### src/hw/mwfd_pkg.sv
// shared constants and carriers for the microword field decoder
package mwfd_pkg;
  // microword field positions, bit 0 is the leftmost bit of the word
  localparam int MW_W       = 108;  // microword width
  localparam int F_J        = 0;    // next address base, 12 bits
  localparam int F_ADFN     = 12;   // adder function, 3 bits
  localparam int F_LEFT_SOURCE_SELECT     = 15;   // left source, 3 bits
  localparam int F_DEST     = 18;   // destination, 3 bits
  localparam int F_A        = 21;   // register file A address, 4 bits
  localparam int F_B        = 25;   // register file B address, 4 bits
  localparam int F_RIGHT_SOURCE_SELECT     = 29;   // right source, 3 bits
  localparam int F_RSEL     = 32;   // 1 when a right source is coded
  localparam int F_RAMSRC   = 36;   // ram file address source, 3 bits
  localparam int F_DBUS     = 40;   // d bus mixer source, 2 bits
  localparam int F_DBM      = 42;   // bus mux input, 3 bits
  localparam int F_CLKL     = 45;
  localparam int F_LEFT_PARITY_VALID_GEN     = 46;
  localparam int F_CHKL     = 47;
  localparam int F_CLKR     = 48;
  localparam int F_RIGHT_PARITY_VALID_GEN     = 49;
  localparam int F_CHKR     = 50;
  localparam int F_SPEC     = 51;   // special, 6 bits
  localparam int F_DISP     = 57;   // dispatch, 6 bits
  localparam int F_SKIP     = 63;   // skip, 6 bits
  localparam int F_TIME     = 70;   // extra ticks, 2 bits
  localparam int F_CRY      = 72;
  localparam int F_LDSC     = 73;
  localparam int F_LDFE     = 74;
  localparam int F_RAMWR    = 75;
  localparam int F_MEM      = 76;
  localparam int F_FAST     = 79;
  localparam int F_CALL     = 80;
  localparam int F_NUM      = 90;   // number field, 18 bits
  // codes
  localparam logic [2:0] DEST_INV = 3'h2;  // middle destination bit flips
  localparam logic [1:0] DBUS_DBM = 2'h3;  // d bus takes the bus mux
  localparam logic [2:0] DBM_DP   = 3'h5;  // bus mux takes the datapath
  localparam logic [2:0] RAM_ABS  = 3'h7;  // absolute ram file reference
  // apb map and control reset values
  localparam logic [7:0] A_CTRL   = 8'h00;
  localparam logic [7:0] A_STAT   = 8'h04;
  localparam logic [7:0] A_SEQ    = 8'h08;
  localparam logic [1:0] CTRL_RST = 2'h1;  // run on, stop on error off

  typedef enum logic [1:0] {
    MWFD_EXEC   = 2'h0,  // cycle in progress
    MWFD_LAST   = 2'h1,  // final tick of the cycle
    MWFD_HALT   = 2'h3   // stopped by software or parity error
  } mwfd_state_t;

  // level controls that stand for a whole processor cycle
  typedef struct packed {
    logic [2:0]  alu_func;
    logic [2:0]  left_src;
    logic [2:0]  right_src;
    logic [2:0]  slice_dest;
    logic [3:0]  a_addr;
    logic [3:0]  b_addr;
    logic [2:0]  ram_src;
    logic [1:0]  dbus_src;
    logic [2:0]  mux_src;
    logic        clk_left;
    logic        clk_right;
    logic        carry_in;
    logic [2:0]  shift_link;
    logic        byte_ins;
    logic [2:0]  byte_pos;
    logic [17:0] number;
  } mwfd_ctl_t;

  // one-tick strobes raised in the final tick of a cycle
  typedef struct packed {
    logic [23:0] special;
    logic        rf_wr_left;
    logic        rf_wr_right;
    logic        ram_write;
    logic        mem_go;
    logic        push;
    logic        load_sc;
    logic        load_fe;
    logic        dp_clk;
    logic        mc_clk;
  } mwfd_stb_t;
endpackage : mwfd_pkg

### src/hw/mwfd_decoder.sv
// microword register, field decode, sequencing and register file parity
//
// The APB slave port and the placing of the registers were chosen for this implementation.
`timescale 1ns/1ns
// Notes on behaviour
// [RL1] bits 0-11 give next address base
// [RL2] six-bit adder field: function and source
// [RL3] middle destination bit inverted to slices
// [RL4] right source defaults to left source
// [RL5] only B address selects written register
// [RL6] ram address source, absolute uses address low ten
// [RL7] d bus source and bus mux input
// [RL8] separate half clocks, unclocked half unchanged
// [RL9] store even parity and valid per half
// [RL10] per-half parity check against B register
// [RL11] check suppressed when stored valid clear
// [RL12] special: three group enables, shared low decode
// [RL13] low special bits: shift links, byte position
// [RL14] dispatch ORs into address bits 0-7, 8-11
// [RL15] any chosen skip condition sets bit 11
// [RL16] cycle is two ticks plus time field
// [RL17] carry injected into adder lsb
// [RL18] load step counter and shift count
// [RL19] write d bus into ram file
// [RL20] start memory or io operation
// [RL21] fast shift: no-op or repeat until overflow
// [RL22] push current location on subroutine call
// [RL23] repeat holds sequencer clock, datapath runs
// [RL24] load next word each non-repeated cycle
module mwfd_decoder
  import mwfd_pkg::*;
(
  input  wire logic              clk_sys,        // processor tick clock
  input  wire logic              rst,            // synchronous reset
  input  wire logic [0:MW_W-1]   cs_word,        // control store data at cs_addr_q
  input  wire logic [0:35]       dbus,           // d bus value from datapath
  input  wire logic [9:0]        memory_address_reg, // low bits of address reg
  input  wire logic [9:0]        scale_adder,    // scale adder output
  input  wire logic [17:0]       skip_conds,     // three sets of six conditions
  input  wire logic [8*12-1:0]   disp_src,       // eight dispatch quantities
  input  wire logic [8*4-1:0]    disp_alt,       // eight alternate low nibbles
  input  wire logic              psel,           // apb select
  input  wire logic              penable,        // apb enable
  input  wire logic              pwrite,         // apb direction
  input  wire logic [7:0]        paddr,          // apb byte address
  input  wire logic [31:0]       pwdata,         // apb write data
  output logic [31:0]            prdata,         // apb read data
  output logic                   pready,         // apb ready
  output logic                   pslverr,        // apb error on unmapped
  output logic [0:11]            cs_addr_q,      // next control store address
  output mwfd_ctl_t              ctl_q,          // decoded cycle controls
  output mwfd_stb_t              stb_q,          // final-tick strobes
  output logic [9:0]             ram_abs_q,      // absolute ram file address
  output logic [9:0]             fe_q,           // shift count register
  output logic [9:0]             sc_q            // step counter
);

  // even parity of one half word
  function automatic logic half_par(input logic [0:17] h);
    half_par = ^h;
  endfunction : half_par

  // one-hot decode of the shared low three bits, gated by a group enable
  function automatic logic [7:0] grp_dec(input logic en, input logic [2:0] sel);
    grp_dec = en ? (8'h01 << sel) : 8'h00;
  endfunction : grp_dec

  logic [0:MW_W-1] mw_q;            // microword register
  mwfd_state_t     st_q;            // cycle state
  logic [1:0]      tick_q;          // ticks done in this cycle
  logic [1:0]      ctrl_q;          // run, stop on parity error
  logic            perr_l_q;        // sticky left parity error
  logic            perr_r_q;        // sticky right parity error
  logic [1:0]      par_l_q [16];    // left {valid, parity} per register
  logic [1:0]      par_r_q [16];    // right {valid, parity} per register
  logic            run;             // sequencing allowed
  logic            hold;            // park now, at a cycle boundary
  logic            go_last;         // next tick is the final one
  logic            fast;            // fast shift requested
  logic            dp_go;           // datapath acts this cycle
  logic            mc_go;           // sequencer advances this cycle
  logic [0:11]     next_addr;       // assembled next address
  logic            skip_hit;        // some chosen skip condition true
  logic            chk_l;           // left check fires
  logic            chk_r;           // right check fires
  logic            err_l;           // left mismatch this final tick
  logic            err_r;           // right mismatch this final tick
  logic            apb_wr;          // write completes this edge
  mwfd_ctl_t       ctl_d;           // decode of the incoming word
  mwfd_stb_t       stb_d;           // strobes for the coming final tick

  // halting waits for a cycle boundary so a half-done cycle never freezes
  assign run      = ctrl_q[0] && !(ctrl_q[1] && (perr_l_q || perr_r_q));
  // a stop request mid-cycle lets the cycle run out first
  assign hold     = !run && (tick_q == 2'h0);
  // [RL16] two ticks plus extra
  assign go_last  = (st_q == MWFD_EXEC) && !hold && (tick_q == mw_q[F_TIME +: 2]);
  assign fast     = mw_q[F_FAST];
  // [RL21] fast shift gating
  assign dp_go    = !fast || fe_q[9];
  // [RL23] repeat holds sequencer
  assign mc_go    = !(fast && fe_q[9]);
  assign apb_wr   = psel && penable && pready && pwrite;

  // skip and dispatch assembly of the next address
  always_comb begin
    logic [2:0]  dsel;
    logic [2:0]  ssel;
    logic [0:11] dq;
    dsel = mw_q[F_DISP+3 +: 3];
    ssel = mw_q[F_SKIP+3 +: 3];
    dq   = disp_src[12*dsel +: 12];
    // [RL15] skip into bit 11
    skip_hit = 1'b0;
    for (int g = 0; g < 3; g++) begin
      if (mw_q[F_SKIP+g] && ssel < 3'h6) begin
        skip_hit = skip_hit | skip_conds[6*g + ssel];
      end
    end
    // [RL1] base address
    next_addr = mw_q[F_J +: 12];
    // [RL14] dispatch into high bits
    if (mw_q[F_DISP+1]) begin
      next_addr[0:7] = next_addr[0:7] | dq[0:7];
    end
    // [RL14] dispatch into low bits
    if (mw_q[F_DISP+2]) begin
      next_addr[8:11] = next_addr[8:11] | dq[8:11];
    end
    if (mw_q[F_DISP]) begin
      next_addr[8:11] = next_addr[8:11] | disp_alt[4*dsel +: 4];
    end
    next_addr[11] = next_addr[11] | skip_hit;
  end

  // decode of the word about to be loaded
  always_comb begin
    logic [2:0] dst;
    logic [2:0] sp;
    dst = cs_word[F_DEST +: 3];
    sp  = cs_word[F_SPEC+3 +: 3];
    // [RL2] function and source halves
    ctl_d.alu_func   = cs_word[F_ADFN +: 3];
    ctl_d.left_src   = cs_word[F_LEFT_SOURCE_SELECT +: 3];
    // [RL4] right defaults to left
    ctl_d.right_src  = cs_word[F_RSEL] ? cs_word[F_RIGHT_SOURCE_SELECT +: 3] : cs_word[F_LEFT_SOURCE_SELECT +: 3];
    // [RL3] invert middle bit
    ctl_d.slice_dest = dst ^ DEST_INV;
    ctl_d.a_addr     = cs_word[F_A +: 4];
    ctl_d.b_addr     = cs_word[F_B +: 4];
    // [RL6] ram address source
    ctl_d.ram_src    = cs_word[F_RAMSRC +: 3];
    // [RL7] d bus and mux sources
    ctl_d.dbus_src   = cs_word[F_DBUS +: 2];
    ctl_d.mux_src    = cs_word[F_DBM +: 3];
    // [RL8] half clocks
    ctl_d.clk_left   = cs_word[F_CLKL];
    ctl_d.clk_right  = cs_word[F_CLKR];
    // [RL17] carry into lsb
    ctl_d.carry_in   = cs_word[F_CRY];
    // [RL13] shift links when the slice shifts (codes 4-7)
    ctl_d.shift_link = ctl_d.slice_dest[2] ? sp : 3'h0;
    // [RL13] byte insertion when the d bus takes the bus mux and the bus mux takes the datapath
    ctl_d.byte_ins   = (ctl_d.dbus_src == DBUS_DBM) && (ctl_d.mux_src == DBM_DP);
    ctl_d.byte_pos   = ctl_d.byte_ins ? sp : 3'h0;
    ctl_d.number     = cs_word[F_NUM +: 18];
  end

  // strobes for the final tick of the current word
  always_comb begin
    logic [2:0] sp;
    logic       wr;
    sp = mw_q[F_SPEC+3 +: 3];
    // [RL5] only slice codes 2-7 write the file, at the B address
    wr = (ctl_q.slice_dest > 3'h1) && dp_go;
    // [RL12] group enables share one low decode
    stb_d.special     = {grp_dec(mw_q[F_SPEC], sp), grp_dec(mw_q[F_SPEC+1], sp),
                         grp_dec(mw_q[F_SPEC+2], sp)} & {24{dp_go}};
    // [RL8] an unclocked half never writes
    stb_d.rf_wr_left  = wr && ctl_q.clk_left;
    stb_d.rf_wr_right = wr && ctl_q.clk_right;
    // [RL19] ram file write
    stb_d.ram_write   = mw_q[F_RAMWR] && dp_go;
    // [RL20] memory or io start
    stb_d.mem_go      = mw_q[F_MEM] && dp_go;
    // [RL22] subroutine push
    stb_d.push        = mw_q[F_CALL] && mc_go;
    // [RL18] counter loads
    stb_d.load_sc     = mw_q[F_LDSC] && dp_go;
    stb_d.load_fe     = mw_q[F_LDFE] && dp_go;
    stb_d.dp_clk      = dp_go;
    stb_d.mc_clk      = mc_go;
  end

  // cycle state and tick count
  always_ff @(posedge clk_sys) begin
    if (rst) begin
      st_q   <= MWFD_EXEC;
      tick_q <= 2'h0;
    end else if (st_q == MWFD_LAST) begin
      st_q   <= MWFD_EXEC;
      tick_q <= 2'h0;
    end else if (hold) begin
      // parked at a cycle boundary, nothing half done
      st_q   <= MWFD_HALT;
    end else if (st_q == MWFD_HALT) begin
      // restart with a fresh first tick
      st_q   <= MWFD_EXEC;
      tick_q <= 2'h0;
    end else if (go_last) begin
      st_q   <= MWFD_LAST;
    end else begin
      st_q   <= MWFD_EXEC;
      tick_q <= tick_q + 2'h1;
    end
  end

  // strobes stand exactly for the final tick
  always_ff @(posedge clk_sys) begin
    if (rst) begin
      stb_q <= '0;
    end else begin
      stb_q <= go_last ? stb_d : '0;
    end
  end

  // next address is presented one tick before the word is taken
  always_ff @(posedge clk_sys) begin
    if (rst) begin
      cs_addr_q <= 12'h000;
    end else if (go_last && mc_go) begin
      cs_addr_q <= next_addr;
    end
  end

  // [RL24] word register loads at each non-repeated cycle end
  always_ff @(posedge clk_sys) begin
    if (rst) begin
      // reset word decodes to the all-zero controls held in ctl_q
      mw_q  <= MW_W'(DEST_INV) << (MW_W - 3 - F_DEST);
      ctl_q <= '0;
    end else if (st_q == MWFD_LAST && stb_q.mc_clk) begin
      mw_q  <= cs_word;
      ctl_q <= ctl_d;
    end
  end

  // absolute ram file address follows the address register
  always_ff @(posedge clk_sys) begin
    if (rst) begin
      ram_abs_q <= 10'h000;
    end else begin
      // [RL6] absolute uses low ten
      ram_abs_q <= memory_address_reg;
    end
  end

  // shift count: loaded from scale adder, stepped while repeating
  always_ff @(posedge clk_sys) begin
    if (rst) begin
      fe_q <= 10'h000;
    end else if (st_q == MWFD_LAST && stb_q.load_fe) begin
      // [RL18] load shift count
      fe_q <= scale_adder;
    end else if (st_q == MWFD_LAST && stb_q.dp_clk && fast) begin
      // [RL21] count toward overflow
      fe_q <= fe_q + 10'h001;
    end
  end

  // step counter load
  always_ff @(posedge clk_sys) begin
    if (rst) begin
      sc_q <= 10'h000;
    end else if (st_q == MWFD_LAST && stb_q.load_sc) begin
      // [RL18] load step counter
      sc_q <= scale_adder;
    end
  end

  // [RL9] parity and valid stored per half
  always_ff @(posedge clk_sys) begin
    if (rst) begin
      for (int i = 0; i < 16; i++) begin
        par_l_q[i] <= 2'h0;
        par_r_q[i] <= 2'h0;
      end
    end else if (st_q == MWFD_LAST) begin
      if (stb_q.rf_wr_left) begin
        par_l_q[ctl_q.b_addr] <= {mw_q[F_LEFT_PARITY_VALID_GEN], half_par(dbus[0:17])};
      end
      if (stb_q.rf_wr_right) begin
        par_r_q[ctl_q.b_addr] <= {mw_q[F_RIGHT_PARITY_VALID_GEN], half_par(dbus[18:35])};
      end
    end
  end

  // [RL10] check against B register
  // [RL11] valid gates the check
  assign chk_l = mw_q[F_CHKL] && par_l_q[ctl_q.b_addr][1] && stb_q.dp_clk;
  assign chk_r = mw_q[F_CHKR] && par_r_q[ctl_q.b_addr][1] && stb_q.dp_clk;
  assign err_l = (st_q == MWFD_LAST) && chk_l &&
                 (half_par(dbus[0:17]) != par_l_q[ctl_q.b_addr][0]);
  assign err_r = (st_q == MWFD_LAST) && chk_r &&
                 (half_par(dbus[18:35]) != par_r_q[ctl_q.b_addr][0]);

  // sticky errors; a new error beats a clear in the same edge
  always_ff @(posedge clk_sys) begin
    if (rst) begin
      perr_l_q <= 1'b0;
      perr_r_q <= 1'b0;
    end else begin
      perr_l_q <= err_l || (perr_l_q && !(apb_wr && paddr == A_STAT && pwdata[0]));
      perr_r_q <= err_r || (perr_r_q && !(apb_wr && paddr == A_STAT && pwdata[1]));
    end
  end

  // control register write
  always_ff @(posedge clk_sys) begin
    if (rst) begin
      ctrl_q <= CTRL_RST;
    end else if (apb_wr && paddr == A_CTRL) begin
      ctrl_q <= pwdata[1:0];
    end
  end

  // apb answer: ready one cycle after setup, unmapped gives an error
  always_ff @(posedge clk_sys) begin
    if (rst) begin
      pready  <= 1'b0;
      pslverr <= 1'b0;
      prdata  <= 32'h0000_0000;
    end else begin
      pready  <= psel && !penable && !pready;
      pslverr <= psel && !penable && !pready &&
                 !(paddr == A_CTRL || paddr == A_STAT || paddr == A_SEQ);
      case (paddr)
        A_CTRL:  prdata <= {30'h0, ctrl_q};
        A_STAT:  prdata <= {29'h0, !run, perr_r_q, perr_l_q};
        A_SEQ:   prdata <= {10'h0, fe_q, cs_addr_q};
        default: prdata <= 32'h0000_0000;
      endcase
    end
  end

  // checks
  logic [2:0] hcnt_q;  // ticks since the last cycle end
  always_ff @(posedge clk_sys) begin
    if (rst || st_q == MWFD_LAST || st_q == MWFD_HALT) begin
      hcnt_q <= 3'h0;
    end else begin
      hcnt_q <= hcnt_q + 3'h1;
    end
  end
endmodule : mwfd_decoder

### config.mk
export PLATFORM = sky130hd
export DESIGN_NAME = mwfd_decoder
export DESIGN_NICKNAME = d
export VERILOG_FILES = /design/src/hw/mwfd_pkg.sv /design/src/hw/mwfd_decoder.sv
export SDC_FILE = /design/constraint.sdc
export NUM_CORES = 1
export LEC_CHECK = 0
export BUFFER_PORTS_ARGS = -buffer_cell sky130_fd_sc_hd__buf_2
export CAP_MARGIN = 20
export CORE_AREA = 5 5 196 198
export CTS_BUF_LIST = sky130_fd_sc_hd__clkbuf_8 sky130_fd_sc_hd__clkbuf_16
export DETAILED_ROUTE_END_ITERATION = 10
export DIE_AREA = 0 0 201 203
export GPL_ROUTABILITY_DRIVEN = 1
export HOLD_SLACK_MARGIN = 0.12
export PLACE_DENSITY_LB_ADDON = 0.3
export SLEW_MARGIN = 10
export SYNTH_ARGS = -nofsm -noshare
export SYNTH_HDL_FRONTEND = slang
export SYNTH_SLANG_ARGS = --single-unit
### constraint.sdc
create_clock -name clk_sys -period 6.4 [get_ports clk_sys]
set_clock_uncertainty 0.15 [all_clocks]
set_input_delay 0 -clock clk_sys [delete_from_list [all_inputs] [get_ports clk_sys]]
set_output_delay 0 -clock clk_sys [all_outputs]
set_load 0.01 [all_outputs]
==> summary.md <==
| Metric | Value |
|---|---|
| Sink Count | `273` |
| Area Overhead vs Synth | `51.4%` |
| Yosys reg bits | `273` |
| Crit path launch type | `register` |
| Crit path cell chain | `mux4_2 -> dlygate4sd3_1 -> mux2_2 -> dlygate4sd3_1 -> a221oi_1 -> dlygate4sd3_1 -> a211oi_1` |
| Endpoint class of the critical path | `register` |
| Placement Cell Area | `14600 um2` |
| Worst skew pair latency | `0.57 ns` |
| CP bufs+invs | `3` |
| Finished Layout Cells | `2413` |
| Measured slew at the worst slew-check pin | `1.10 ns` |
| Max-cap violations | `0` |
| FP Rows | `70` |
| Max Slew Vio Count | `0` |
| Grt ovf | `0` |
| 1st-iter DRT viols | `676` |
| GP Congestion | `0.842` |
| Syn Inst Count | `1235` |
| Cell taking the most area after synthesis | `dfxtp_1` |
| Ys flop type | `dfxtp_1` |
| RSZ-0062 raised after global routing | `no` |
| CP Max Fanout | `18` |
| Clk pin slew, worst setup/hold paths | `0.06 ns` |
| Peak VDD IR | `0.211 mV` |
| Synthesized area | `12400 um2` |
| Nets@finish | `2270` |
| Fin crit share | `0.627` |
| Count of placed standard cells including taps | `2040` |
| WHS Endpoint | `mw_q[70]$_SDFFE_PP0P_` |
| Yosys cell types | `55` |
| Crit path max-delay family | `buffers and inverters` |
| Async set-or-reset flop fraction in the synthesized netlist | `0` |
| Final Hold Viols | `0` |
| Die Span Y | `203 um` |
| Vias | `11800` |
| Synth top area share | `0.338` |
| Pin count of the biggest net entering global routing | `113` |
| WL/cell | `19.1 um` |
| Slowest stage delay, CP | `0.73 ns` |
| Slew Limit Headroom | `0.265` |
| Count leader, synth | `nand2_1` |
| CP max stage cell | `dfxtp_2` |
| Flop2flop setup slack | `2.38 ns` |
| Core area | `36300 um2` |
| R2r startpoint | `mw_q[62]$_SDFFE_PP0P_` |
| Worst r2r path cells | `7` |
| First-pass GRT wire length | `70800 um` |
| RR Endpoint | `cs_addr_q[8]$_SDFFE_PP0P_` |
| Hold_sp | `cs_word[70]` |
| Tot GR Track Use | `0.216` |
| Cell mode on critical path | `dlygate4sd3_1` |
| Setup TNS | `0 ns` |
| PwrDens | `271 nW/um2` |
| Initial core utilization | `0.341` |
| Share of layout cells above drive strength 1 | `0.317` |
| # DRC | `0` |
| Commonest cells post-synth | `236 x nand2_1, 209 x dfxtp_1, 110 x a21oi_1` |
| Worst Path Required | `6.64 ns` |
| Final min period | `4.02 ns` |
| H-tree Lvls | `1` |
| Routed wire length | `46100 um` |
| TritonRoute pass-1 iters | `4` |
| DIE WIDTH | `201 um` |
| Sequential fraction of the synthesis area | `0.493` |
| Worst hold path type | `in2reg` |
| Via density | `4.91` |
| IO Pins | `520` |
| Initial antenna violation count | `14` |
| CTS tree | `yes` |
| Detail Route Antenna Nets | `0` |
| Average size of a mapped cell | `10.0 um2` |
| Finished Core Util | `0.516` |
| Status | `completed` |
| Post-synth EDFFs | `64` |
| Cell area after layout | `18800 um2` |
| Crit Path Category | `reg2reg` |
| PortBufs | `463` |
| Leak | `8.10 nW` |
| Hold Crit Depth | `4` |
| Fmax | `249 MHz` |
| Syn. warnings | `0` |
| Area contributors post-synth | `dfxtp_1 34%, edfxtp_1 16%, mux4_2 11%` |
| Vias in the first global route | `12600` |
| CTS Buf Count | `31` |
| Crit path DAT | `4.26 ns` |
| Hpwl dp | `31300 um` |
| CTS max path bufs | `3` |
| Setup violations, final | `0` |
| DIE AREA | `40800 um2` |
| CTS resizes | `0` |
| Root Buffer | `clkbuf_16` |
-- layer usage --
metal	GRT usage	vias to the layer above	share of wire
met5	0	-	0.0012
li1	-	5565	-
met3	0.0420	72	0.067
met4	0.0556	8	0.020
met2	0.384	442	0.50
met1	0.270	5758	0.41
-- cell type report --
class / instances / area [um2]
clock inverters: 22 / 144
diodes: 9 / 22.5
clock buffers: 36 / 867
well taps: 468 / 586
inverters: 11 / 41.3
fillers: 3150 / 17600
repair buffers: 777 / 5460
flip-flops and latches: 273 / 6110
multi-input cells: 817 / 5530
-- power by group --
group	leakage [nW]	switching (mW)	internal (mW)
clock	0.521	0.740	1.01
sequential	2.35	0.137	1.89
combinational	5.22	0.667	0.630
total	8.10	1.54	3.53
-- worst register-to-register path, stage by stage (launching register included) --
cell and delay, ns:
dfxtp_2 0.73, mux4_2 0.58, dlygate4sd3_1 0.56, mux2_2 0.26, dlygate4sd3_1 0.55, a221oi_1 0.35, dlygate4sd3_1 0.61, a211oi_1 0.07
-- placed cells by master, fill, tap and decap left out, types with 8 or more instances in the layout --
master         synthesis  layout
edfxtp_1              64      64
nand3_1               19      19
conb_1                 1      10
nand2_1              236     235
nor3_1                12      12
nor2_1               102     102
dlygate4sd3_1          0     305
mux4_2                59      59
dfxtp_1              209     208
a21oi_1              110     110
and3_1                40      40
buf_2                 13     462
mux2i_1                9       9
nand2b_1              34      34
a211oi_1              17      17
mux2_2                17      17
nor2b_1               19      19
xnor2_1               29      29
and2_1                25      24
diode_2                0       9
buf_4                 55       8
clkbuf_16              0      33
o21ai_0                8       8
inv_1                 11      17
-- per-stage QoR --
step / worst slack (ns) / power (mW) / hold slack, ns
6_report: 2.38 / 5.07 / 0.139
5_1_grt: 2.19 / 5.31 / 0.147
4_1_cts: 2.08 / 5.10 / 0.123
3_5_place_dp: 3.64 / 3.16 / 0.0449
3_3_place_gp: 3.66 / 3.15 / 0.0335
2_1_floorplan: 4.18 / 2.79 / -0.0576
-- flip-flops by register name (all words and copies together), names as in the netlist, 2 cells and up, named ones only --
name,count
par_r_q,32
sc_q,10
st_q,2
stb_q,33
par_l_q,32
ram_abs_q,10
fe_q,10
ctrl_q,2
prdata,22
cs_addr_q,12
ctl_q,44
tick_q,2
mw_q,54
-- kinds of logic after synthesis --
| kind of cell | after synthesis | share of synthesized area |
|---|---|---|
| AND/OR/NAND/NOR | 513 | 0.191 |
| flip-flops | 273 | 0.493 |
| AO/OA/AOI/OAI | 164 | 0.0807 |
| buffers and inverters | 154 | 0.0646 |
| multiplexers | 85 | 0.130 |
| XOR/XNOR | 41 | 0.0369 |
| adder cells (fa/ha/maj) | 4 | 0.00404 |
| other | 1 | 0.000303 |
-- worst max path at each step --
stage | start | end | slack (ns) | cells after the start
CTS | mw_q[62]$_SDFFE_PP0P_ | cs_addr_q[8]$_SDFFE_PP0P_ | 2.08 | 7
global placement | mw_q[62]$_SDFFE_PP0P_ | cs_addr_q[8]$_SDFFE_PP0P_ | 3.66 | 4
detailed placement | mw_q[62]$_SDFFE_PP0P_ | cs_addr_q[8]$_SDFFE_PP0P_ | 3.64 | 4
global route | mw_q[62]$_SDFFE_PP0P_ | cs_addr_q[8]$_SDFFE_PP0P_ | 2.19 | 7
finish | mw_q[62]$_SDFFE_PP0P_ | cs_addr_q[8]$_SDFFE_PP0P_ | 2.38 | 7
floorplan | register | perr_l_q$_SDFF_PP0_ | 4.18 | 6
-- timing repair --
item                                    4_1_cts  5_1_grt
buffers inserted                              0        0
hold buffers                                305        0
hold endpoints to repair                    223        0
endpoints found under the setup margin        0        0
(Power assumes the default switching activity.)
